==> config.mk <==
export PLATFORM = sky130hd
export DESIGN_NAME = rwa_datapath
export DESIGN_NICKNAME = d
export VERILOG_FILES = /design/src/include/rwa_pkg.sv /design/src/logic/rwa_datapath.sv
export SDC_FILE = /design/constraint.sdc
export NUM_CORES = 1
export LEC_CHECK = 0
export ABC_AREA = 1
export BUFFER_PORTS_ARGS = -buffer_cell sky130_fd_sc_hd__buf_4
export CORE_MARGIN = 5
export CORE_UTILIZATION = 40
export CTS_CLUSTER_SIZE = 30
export DETAILED_ROUTE_END_ITERATION = 8
export SYNTH_ARGS = -nofsm -noshare
export SYNTH_HDL_FRONTEND = slang
export SYNTH_SLANG_ARGS = --single-unit
==> constraint.sdc <==
create_clock -name ref_clk_i -period 2.6 [get_ports ref_clk_i]
set_input_delay 0.39 -clock ref_clk_i [delete_from_list [all_inputs] [get_ports ref_clk_i]]
set_output_delay 0.39 -clock ref_clk_i [all_outputs]
set_load 0.01 [all_outputs]
==> src/include/rwa_pkg.sv <==
// Package: constants and types for the working-register ALU datapath
package rwa_pkg;
    localparam int DATA_W = 8;
    localparam int INSTR_W = 14;
    localparam int NIB_W = 4;
    localparam int PHASES = 4;
    localparam logic [1:0] PH_Q1 = 2'h0;
    localparam logic [1:0] PH_Q4 = 2'h3;
    localparam logic [7:0] W_RESET = 8'h00;
    // Flag positions on the status write ports
    localparam int STAT_C = 0;
    localparam int STAT_NC = 1;
    localparam int STAT_Z = 2;
    // Input clock figures and the derived instruction cycle
    localparam int IN_CLK_MHZ = 20;
    localparam int CYCLE_NS = 200;
    localparam int CYCLE_CLKS = CYCLE_NS * IN_CLK_MHZ / 1000;
    // Operation selects driven by the decoder
    typedef enum logic [3:0] {
        RWA_OP_PASS_A, RWA_OP_PASS_B, RWA_OP_ADD, RWA_OP_SUB, RWA_OP_AND,
        RWA_OP_IOR, RWA_OP_XOR, RWA_OP_COM, RWA_OP_INC, RWA_OP_DEC,
        RWA_OP_RLF, RWA_OP_RRF, RWA_OP_SWAP, RWA_OP_CLR
    } rwa_op_t;
    typedef enum logic {
        RWA_SRC_FILE, RWA_SRC_IMM
    } rwa_src_t;
endpackage

==> src/logic/rwa_datapath.sv <==
// ALU datapath with working register, flags and quarter-rate phase counter
`timescale 1ns/10ps
`default_nettype none
module rwa_datapath #(
    parameter int DATA_W = rwa_pkg::DATA_W,
    parameter int INSTR_W = rwa_pkg::INSTR_W
) (
    // Clock and reset
    input wire logic ref_clk_i,
    input wire logic rst_b_i,
    // Program bus
    input wire logic [INSTR_W-1:0] prog_data_i,
    output logic fetch_o,
    output logic [INSTR_W-1:0] instr_o,
    output logic instr_valid_o,
    // Decoder controls
    input wire logic exec_i,
    input wire rwa_pkg::rwa_op_t op_i,
    input wire rwa_pkg::rwa_src_t src_i,
    input wire logic [DATA_W-1:0] imm_i,
    input wire logic to_file_i,
    input wire logic upd_c_i,
    input wire logic upd_nc_i,
    input wire logic upd_z_i,
    input wire logic branch_i,
    // Data-memory bus
    input wire logic [DATA_W-1:0] file_rdata_i,
    input wire logic [2:0] status_wr_i,
    input wire logic [2:0] status_wdata_i,
    output logic [DATA_W-1:0] file_wdata_o,
    output logic file_we_o,
    // State
    output logic [DATA_W-1:0] w_o,
    output logic carry_flag_o,
    output logic nibble_carry_flag_o,
    output logic zero_flag_o,
    output logic phase_q1_o
);
    logic [1:0] phase_reg;
    logic [INSTR_W-1:0] instr_reg;
    logic valid_reg;
    logic [DATA_W-1:0] w_reg;
    logic [DATA_W-1:0] res_reg;
    logic we_reg;
    logic c_reg;
    logic nc_reg;
    logic z_reg;
    wire logic q1 = (phase_reg == rwa_pkg::PH_Q1);
    wire logic q4 = (phase_reg == rwa_pkg::PH_Q4);
    wire logic do_exec = q4 && exec_i && valid_reg;
    // Operand selection
    wire logic [DATA_W-1:0] opa = w_reg;
    wire logic [DATA_W-1:0] opb = (src_i == rwa_pkg::RWA_SRC_IMM) ? imm_i : file_rdata_i;
    wire logic [DATA_W-1:0] ones = '1;
    wire logic [DATA_W-1:0] one = DATA_W'(1);
    wire logic [DATA_W:0] add_s = {1'b0, opb} + {1'b0, opa};
    wire logic [DATA_W:0] sub_s = {1'b0, opb} + {1'b0, ~opa} + {{DATA_W{1'b0}}, 1'b1};
    wire logic [rwa_pkg::NIB_W:0] add_n =
        {1'b0, opb[rwa_pkg::NIB_W-1:0]} + {1'b0, opa[rwa_pkg::NIB_W-1:0]};
    wire logic [rwa_pkg::NIB_W:0] sub_n = {1'b0, opb[rwa_pkg::NIB_W-1:0]} +
        {1'b0, ~opa[rwa_pkg::NIB_W-1:0]} + {{rwa_pkg::NIB_W{1'b0}}, 1'b1};
    logic [DATA_W-1:0] res;
    logic c_new;
    logic nc_new;
    always_comb begin
        res = opb;
        c_new = c_reg;
        nc_new = nc_reg;
        unique case (op_i)
            rwa_pkg::RWA_OP_PASS_A: res = opa;
            rwa_pkg::RWA_OP_PASS_B: res = opb;
            rwa_pkg::RWA_OP_ADD: begin
                res = add_s[DATA_W-1:0];
                c_new = add_s[DATA_W];
                nc_new = add_n[rwa_pkg::NIB_W];
            end
            rwa_pkg::RWA_OP_SUB: begin
                res = sub_s[DATA_W-1:0];
                c_new = sub_s[DATA_W];
                nc_new = sub_n[rwa_pkg::NIB_W];
            end
            rwa_pkg::RWA_OP_AND: res = opa & opb;
            rwa_pkg::RWA_OP_IOR: res = opa | opb;
            rwa_pkg::RWA_OP_XOR: res = opa ^ opb;
            rwa_pkg::RWA_OP_COM: res = opb ^ ones;
            rwa_pkg::RWA_OP_INC: res = opb + one;
            rwa_pkg::RWA_OP_DEC: res = opb - one;
            rwa_pkg::RWA_OP_RLF: begin
                res = {opb[DATA_W-2:0], c_reg};
                c_new = opb[DATA_W-1];
            end
            rwa_pkg::RWA_OP_RRF: begin
                res = {c_reg, opb[DATA_W-1:1]};
                c_new = opb[0];
            end
            rwa_pkg::RWA_OP_SWAP: res = {opb[rwa_pkg::NIB_W-1:0], opb[DATA_W-1:rwa_pkg::NIB_W]};
            rwa_pkg::RWA_OP_CLR: res = '0;
            default: res = opb;
        endcase
    end
    wire logic z_new = (res == '0);
    // Phase counter: one instruction cycle is four clocks
    always_ff @(posedge ref_clk_i) begin
        if (!rst_b_i) begin
            phase_reg <= rwa_pkg::PH_Q1;
        end else begin
            phase_reg <= phase_reg + 2'h1;
        end
    end
    // Instruction latch, flushed after a branch
    always_ff @(posedge ref_clk_i) begin
        if (!rst_b_i) begin
            instr_reg <= '0;
            valid_reg <= 1'b0;
        end else if (q4) begin
            instr_reg <= prog_data_i;
            valid_reg <= !(do_exec && branch_i);
        end
    end
    // Working register and result
    always_ff @(posedge ref_clk_i) begin
        if (!rst_b_i) begin
            w_reg <= rwa_pkg::W_RESET;
            res_reg <= '0;
            we_reg <= 1'b0;
        end else begin
            we_reg <= do_exec && to_file_i;
            if (do_exec) begin
                res_reg <= res;
                if (!to_file_i) begin
                    w_reg <= res;
                end
            end
        end
    end
    // Status flags; ALU update beats a file write
    always_ff @(posedge ref_clk_i) begin
        if (!rst_b_i) begin
            c_reg <= 1'b0;
            nc_reg <= 1'b0;
            z_reg <= 1'b0;
        end else begin
            if (do_exec && upd_c_i) begin
                c_reg <= c_new;
            end else if (status_wr_i[rwa_pkg::STAT_C]) begin
                c_reg <= status_wdata_i[rwa_pkg::STAT_C];
            end
            if (do_exec && upd_nc_i) begin
                nc_reg <= nc_new;
            end else if (status_wr_i[rwa_pkg::STAT_NC]) begin
                nc_reg <= status_wdata_i[rwa_pkg::STAT_NC];
            end
            if (do_exec && upd_z_i) begin
                z_reg <= z_new;
            end else if (status_wr_i[rwa_pkg::STAT_Z]) begin
                z_reg <= status_wdata_i[rwa_pkg::STAT_Z];
            end
        end
    end
    assign fetch_o = q1;
    assign phase_q1_o = q1;
    assign instr_o = instr_reg;
    assign instr_valid_o = valid_reg;
    assign file_wdata_o = res_reg;
    assign file_we_o = we_reg;
    assign w_o = w_reg;
    assign carry_flag_o = c_reg;
    assign nibble_carry_flag_o = nc_reg;
    assign zero_flag_o = z_reg;
endmodule
`default_nettype wire

# Word level (Yosys, flattened, before mapping)
# Cells that the tools add are included.
word_totals:
  register_bits: 37
  in_bits: 49
  out_inout_bits: 37
op_classes:
  n_addsub: 9
  n_eq_ne: 15
  muxes: 10
  bitwise: 7
  reduce_logical: 17
ops:
  columns: ["op", "n"]
  rows:
  - ["one-hot mux 8 bit (13 select lines)", 1]
  - ["equality test 4 bit (second input constant)", 6]
  - ["adder 8 x 8 -> 9 bit", 2]
  - ["equality test 4 x 3 -> 1 bit (second input constant)", 4]
  - ["inverter 8 bit", 2]
  - ["adder 4 x 4 -> 5 bit", 2]
  - ["adder 9 x 1 -> 9 bit (second input constant)", 1]
  - ["adder 8 x 1 -> 8 bit (second input constant)", 1]
  - ["AND 8 bit", 1]
  - ["equality test 4 x 2 -> 1 bit (second input constant)", 2]
  - ["zero test 8 bit", 1]
  - ["two-way mux 8 bit", 1]
  - ["OR 8 bit", 1]
  - ["subtractor 8 x 1 -> 8 bit (second input constant)", 1]
  - ["bitwise XOR 8 bit", 1]
  - ["logical AND 1 bit", 7]
  - ["two-way mux 1 bit", 6]
  - ["AND reduction 2 bit", 3]
  - ["nonzero test 2 bit", 3]
  - ["adder 5 x 1 -> 5 bit (second input constant)", 1]
  - ["!= test 5 x 1 -> 1 bit (second input constant)", 1]
  - ["zero test 4 bit", 1]
  - ["inverter 4 bit", 1]
  - ["one-hot mux 1 bit (4 select lines)", 1]
  - ["7 further kinds", 7]

# Depth between registers and ports, before layout
# Gate-level depths: netlist of run 1.
logic_depth:
  word_depth: 6
  ltp_mapped: 21

# Least setup slack after synthesis of run 1
# Ideal clock, no wire load.
synth_path:
  path_kind: "in2reg"
  from: "input src_i"
  to: "register z_reg (netlist: zero_flag_o)"
  setup_ns: 0.066
  t_arrival_ns: 2.514
  path_slack_ns: 0.020
  stages: 21
  path_cell_list: "buf_4 -> buf_6 -> nand2_1 -> nand2_1 -> ha_1 -> inv_1 -> fa_1 -> nand3b_1 -> nand2_1 -> nand2_1 -> nand2_1 -> nand2_1 -> nand2_1 -> nand2_1 -> nand2_1 -> nor2_1 -> nor2_1 -> nand2_1 -> nand2_1 -> nand3_1 -> a21oi_2"
synth_between:
  elab_chain_cells: 6
  word_cells_on_any_way: 13
  cone_classes: "add/sub: 5; mux: 3; bitwise: 4; reduce/logical: 1"
synth_lines:
  columns: ["element", "line_no", "source"]
  rows:
  - ["start: declaration", "rwa_datapath.sv:19", "input wire rwa_pkg::rwa_src_t src_i,"]
  - ["two-way mux 8 bit (*)", "rwa_datapath.sv:53", "wire logic [DATA_W-1:0] opb = (src_i == rwa_pkg::RWA_SRC_IMM) ? imm_i : file_rdata_i;"]
  - ["adder 8 x 8 -> 9 bit", "rwa_datapath.sv:57", "wire logic [DATA_W:0] sub_s = {1'b0, opb} + {1'b0, ~opa} + {{DATA_W{1'b0}}, 1'b1};"]
  - ["adder 9 x 1 -> 9 bit", "rwa_datapath.sv:57", null]
  - ["one-hot mux 8 bit (13 select lines) (*)", "rwa_datapath.sv:69", "unique case (op_i)"]
  - ["zero test 8 bit (*)", "rwa_datapath.sv:101", "wire logic z_new = (res == '0);"]
  - ["two-way mux 1 bit (*)", "rwa_datapath.sv:153", "if (do_exec && upd_z_i) begin"]
  - ["end signal: assignment", "rwa_datapath.sv:154", "z_reg <= z_new;"]
  - ["end signal: assignment", "rwa_datapath.sv:156", "z_reg <= status_wdata_i[rwa_pkg::STAT_Z];"]
  - ["end: declaration", "rwa_datapath.sv:47", "logic z_reg;"]
# Every way passes the cells marked *; elsewhere a longest branch is shown, timed or not.
# A chain may end at the register's enable or synchronous reset.

# Final worst setup path of run 1
# Same ends and word-level chain as after synthesis.

==> results by group, run 1 <==
Run status
  – Status: completed

Critical path
  – Critical Path AT: 2640 ps
  – Worst Path Required: 2830 ps
  – Crit path largest cell delay: 320 ps
  – CP Launch Type: input pin
  – Most common cell on crit path: nand2_1
  – Crit path max fanout: 10
  – Worst Setup End Kind: register
  – CP max-delay cell: ha_1
  – Crit path cell chain: buf_4 -> inv_4 -> nand2_1 -> nand2_2 -> inv_1 -> ha_1 -> nand3_1 -> nand2_1 -> a21oi_1 -> nand2_1 -> nand2_1 -> nand2_1 -> nor2_1 -> nand3_2 -> nor2_2 -> nand3_1 -> a21oi_2
  – Critical path type: in2reg

Logic synthesis
  – Compound-Gate Fraction of Synth Area: 0.154
  – Post-Synth XOR/XNOR Area: 0.0119
  – Syn nets: 695
  – Synth Instances: 612
  – Post-synthesis average cell area: 6.02 um2
  – Post-Syn Area: 3690 um2
  – Combinational family with the most area after synthesis: simple AND/OR/NAND/NOR gates
  – Simple-gate share of the synthesized area: 0.413
  – Number of synthesized register bits: 37
  – Mux contribution to synthesized area: 0
  – Library cells used by synthesis: 40
  – Adder-cell share of the synthesized area: 0.122
  – Register area share after synthesis: 0.201
  – Syn. warnings: 0

Place
  – DP Area: 4840 um2
  – HPWL after DPL: 11.5 mm
  – GPL Wtd Cong: 0.989
  – Port Buf Inserts: 85

STA
  – Final Skew: 10.4 ps
  – Crit path time final: 2420 ps
  – Worst hold margin: 273 ps
  – Rel. slew slack: 0.709
  – Final setup vio count: 0
  – Unrepaired setup endpoints after global routing: no
  – Fin. Hold Viols: 0
  – Total Neg Setup Slack: 0 ps
  – Final period utilization: 0.930
  – Final Slew Violations: 0
  – Highest clock rate: 0.414 GHz
  – Slew @ Worst Pin: 436 ps

Route
  – Average wire per standard cell: 16.2 um
  – Final ANT Viol Nets: 0
  – # DRC: 0
  – DR pass1 iterations: 6
  – Drt total wl: 14.0 mm
  – Initial DRC count: 276
  – Vias: 4354
  – Vias per cell: 5.06

Floorplan
  – I/O pin count: 86
  – Die area: 11200 um2
  – Initial Util: 0.405
  – Core area: 9110 um2
  – Die height: 106 um
  – Die width: 106 um
  – Rows: 35

Layout
  – Share of layout cells above drive strength 1: 0.269
  – Most common cell after layout, fill and taps aside: nand2_1
  – Leading cell types in the layout, fill and taps excluded: 167 x nand2_1, 142 x buf_4, 87 x nor2_1
  – # diodes: 0
  – Layout fillers: 946
  – Post-layout instance area: 4960 um2
  – Nets: 832
  – Max FFs per register: 14
  – Area growth from synthesis to layout: 34.6%

Clocking
  – TritonCTS clock tree: yes
  – CTS max path bufs: 2
  – Number of clock sinks: 37
  – Clock Latency Late Sink: 290 ps
  – Root Driver: clkbuf_8
  – H-tree depth: 2
  – Total CTS buffers: 5
  – Reg clk slew, reported paths: 70 ps

Pwr
  – Pwr per Cell Area: 340 nW/um2
  – Worst vdd ir: 0.000284 V
  – Leakage Power: 2.70 nW

Global route
  – Initial antenna violation count: 0
  – Largest net degree at the start of global routing: 36
  – Total track usage: 0.247
  – Vias in the first global route: 4166
  – GRT Residual Overflow: 0
  – First-pass GRT wire length: 21.9 mm

Run
  – Max cap viols: 0

Worst hold path
  – Hold crit path type: in2reg
worst paths after layout:
check               start             to  slack (ps)  depth (start not counted)
max                 src_i    zero_flag_o         180                         17
min              branch_i  instr_valid_o         270                          2
max reg2reg        w_o[0]    zero_flag_o         260                         17
min reg2reg  phase_reg[0]   phase_reg[0]         450                          1
through the flow:
stage | power (W) | worst slack, ps | cells | utilization
6_report | 0.00169 | 182 | 861 | 0.545
5_1_grt | 0.00178 | 18.5 | 861 | 0.545
3_5_place_dp | 0.00122 | -219 | 853 | 0.531
3_3_place_gp | 0.00122 | -180 | 853 | 0.531
2_1_floorplan | 0.000928 | 20.0 | 612 | -
4_1_cts | 0.00169 | 77.9 | 861 | 0.543
layout make-up:
cell class	count	area [um2]	share of cell area
Multi-Input combinational cell	484	2590	0.523
Tap cell	111	139	0.0280
Inverter	78	295	0.0595
Clock buffer	7	96.3	0.0194
Timing Repair Buffer	143	1090	0.219
Clock inverter	1	8.76	0.00177
Sequential cell	37	743	0.150
worst max-delay path, delay by kind of cell:
kind	cells	cell delay, ps
adder cells (fa/ha/maj)	1	320
AND/OR/NAND/NOR	11	1160
AO/OA/AOI/OAI	2	400
buffers and inverters	3	360
synthesized netlist by cell type (all sizes together):
master  instances  area (um2)
a211oi          1        7.51
a21o            1        7.51
a21oi          31         166
a22oi           1        7.51
a31oi           3        18.8
buf             5        42.5
clkbuf          8        30.0
dfxtp          37         741
fa              3        60.1
ha             31         388
inv            78         293
nand2         182         736
nand3          47         245
nand3b          3        22.5
nand4           8        50.1
nor2          100         437
nor3            4        25.0
o211ai          2        15.0
o21ai          53         284
o21bai          4        30.0
o221ai          1        8.76
o22ai           1        6.26
o31ai           2        15.0
or2             1        6.26
xnor2           1        8.76
xor2            4        35.0
report_power, final:
part	switching, W	total [W]	internal (W)	leakage (nW)
registers	0.0000111	0.000597	0.000586	0.302
clock network	0.000219	0.000464	0.000245	0.0549
logic	0.000359	0.000625	0.000266	2.34
total	0.000590	0.00169	0.00110	2.70
routing by layer:
metal  part of all wire  vias up  track usage
met5                  0        -            0
met4              0.022        0       0.0823
met3              0.065       20       0.0425
li1                   -     2223            -
met2               0.45      149        0.387
met1               0.46     1962        0.342
timing repair:
item / CTS / global route
endpoints found under the hold margin: 0 / 0
setup buffers: 0 / 0
hold buffers: 0 / 0
setup endpoints to repair: 0 / 3
resized for setup: 0 / 6
logic make-up after synthesis:
logic type	count (synthesis)
flip-flops	37
AO/OA/AOI/OAI	100
XOR/XNOR	5
AND/OR/NAND/NOR	345
buffers and inverters	91
adder cells (fa/ha/maj)	34
No activity file was read; power rests on OpenSTA's default activity.
==> run 2, diff against run 1 <==
--- a/config.mk
+++ b/config.mk
@@ -11,6 +11,7 @@
 export CORE_UTILIZATION = 40
 export CTS_CLUSTER_SIZE = 30
 export DETAILED_ROUTE_END_ITERATION = 8
+export PLACE_DENSITY = 0.66
 export SYNTH_ARGS = -nofsm -noshare
 export SYNTH_HDL_FRONTEND = slang
 export SYNTH_SLANG_ARGS = --single-unit
==> run 2 against run 1 <==
Effect of this change:
- final area fell by 0.55%
- worst setup slack got worse by 36 ps
- clock skew rose by 1.9 ps
- cell count fell by 0.93%
- critical path type unchanged
==> results by group, run 2 (synthesized netlist as in run 1, its figures left out) <==
Run status
  – Status: completed

Floorplan
  – Die width: 106 um
  – Initial Util: 0.405
  – Rows: 35
  – Core area: 9110 um2
  – I/O pin count: 86
  – Die area: 11200 um2
  – Die height: 106 um

Place
  – Port Buf Inserts: 85
  – Place WS: -220 ps
  – HPWL after DPL: 11.5 mm
  – GPL Wtd Cong: 0.991
  – DP Area: 4780 um2
  – Dpl cells: 845

STA
  – Highest clock rate: 0.408 GHz
  – Worst hold margin: 262 ps
  – Final period utilization: 0.944
  – Crit path time final: 2450 ps
  – Final Slew Violations: 0
  – Final Skew: 12.4 ps
  – Fin. Hold Viols: 0
  – Slew @ Worst Pin: 515 ps
  – Fin worst setup slack: 146 ps
  – Rel. slew slack: 0.656
  – Final setup vio count: 0

Layout
  – Area growth from synthesis to layout: 33.8%
  – Nets: 824
  – Seq. cell area: 741 um2
  – Most common cell after layout, fill and taps aside: nand2_1
  – Multi-input logic area: 2600 um2
  – Leading cell types in the layout, fill and taps excluded: 166 x nand2_1, 134 x buf_4, 87 x nor2_1
  – Final Non-Filler Cells: 853
  – Layout fillers: 941
  – Post-layout instance area: 4930 um2
  – Share of layout cells above drive strength 1: 0.261
  – Max FFs per register: 14
  – # diodes: 0

Critical path
  – CP startpoint: src_i
  – Crit path max fanout: 6
  – Worst Path Required: 2830 ps
  – Critical R2R Launch: w_o[3]
  – Worst Setup End Kind: register
  – R2R Setup Slk: 270 ps
  – Worst reg2reg path depth: 15
  – Critical Path End: zero_flag_o
  – Critical path type: in2reg
  – CP Launch Type: input pin
  – Critical Path AT: 2680 ps
  – Worst reg2reg endpoint: zero_flag_o

Clocking
  – H-tree depth: 2
  – Clock Latency Late Sink: 300 ps
  – Total CTS buffers: 5
  – Hold_buf cts: 0
  – TritonCTS clock tree: yes
  – Number of clock sinks: 37
  – CTS max path bufs: 2
  – Root Driver: clkbuf_8
  – Reg clk slew, reported paths: 90 ps

Route
  – Metal-1 WL: 6.06 mm
  – Vias: 4480
  – Metal3 WL: 1.10 mm
  – # DRC: 0
  – Top sig layer: met4
  – Vias per cell: 5.25
  – Average wire per standard cell: 16.2 um
  – Met2 wire len: 6.10 mm
  – DR pass1 iterations: 5
  – Drt total wl: 13.8 mm
  – Initial DRC count: 331
  – Final ANT Viol Nets: 0

Global route
  – GRT Residual Overflow: 0
  – Vias in the first global route: 4369
  – First-pass GRT wire length: 22.1 mm
  – Total track usage: 0.246
  – Largest net degree at the start of global routing: 36
  – Initial antenna violation count: 0

Pwr
  – Pwr per Cell Area: 369 nW/um2
  – Total chip power: 0.00182 W
  – Worst vdd ir: 0.000330 V
  – Leakage Power: 2.67 nW

Run
  – Max cap viols: 0

Worst hold path
  – Hold crit path type: in2reg
==> run 2: per-stage QoR <==
step | util | TNS, ps
2_1_floorplan | - | 0
3_3_place_gp | 0.525 | -606
3_5_place_dp | 0.525 | -614
4_1_cts | 0.540 | 0
5_1_grt | 0.542 | -18.3
6_report | 0.542 | 0
==> run 2: report_power, final <==
part           internal, W  switching [W]  leakage [nW]  total, W
clock             0.000386       0.000226        0.0687  0.000612
sequential        0.000586      0.0000111         0.301  0.000597
combinational     0.000255       0.000355          2.30  0.000610
==> run 2: layer usage <==
| layer | GRT usage | up-vias |
|---|---|---|
| met5 | 0 | - |
| met4 | 0.105 | 0 |
| met3 | 0.0571 | 44 |
| met2 | 0.392 | 171 |
| met1 | 0.316 | 2056 |
| li1 | - | 2209 |
==> run 2: area by class of cell <==
| cell class | count | area share |
|---|---|---|
| Multi-Input combinational cell | 484 | 0.527 |
| Timing Repair Buffer | 135 | 0.208 |
| Sequential cell | 37 | 0.150 |
| Inverter | 78 | 0.0593 |
| Tap cell | 111 | 0.0282 |
| Clock buffer | 5 | 0.0139 |
| Clock inverter | 3 | 0.0139 |
==> run 2: what timing repair did <==
item                                    4_1_cts  5_1_grt
endpoints found under the setup margin        0        2
buffers inserted                              0        0
resized for setup                             0        5
==> run 2: worst min-delay path by stage <==
| stage | startpoint | to | slack, ps | depth (start not counted) |
|---|---|---|---|---|
| floorplan | phase_reg[0] | phase_reg[0] | 420 | 1 |
| finish | branch_i | instr_valid_o | 260 | 2 |
| global route | branch_i | instr_valid_o | 260 | 2 |
| detailed placement | phase_reg[0] | phase_reg[0] | 430 | 1 |
| CTS | branch_i | instr_valid_o | 260 | 2 |
| global placement | phase_reg[0] | phase_reg[0] | 430 | 1 |
==> run 2: critical path, stage by stage <==
cell and delay (ps):
buf_4 140, buf_4 140, nand2_1 60, nand2_1 80
ha_2 400, inv_1 140, nand3b_1 140, nand3_1 180
a21o_1 220, nor2_1 80, nor2_1 50, nor2_1 150
nand3_2 150, nor2_2 130, nand3_1 90, a21oi_2 130
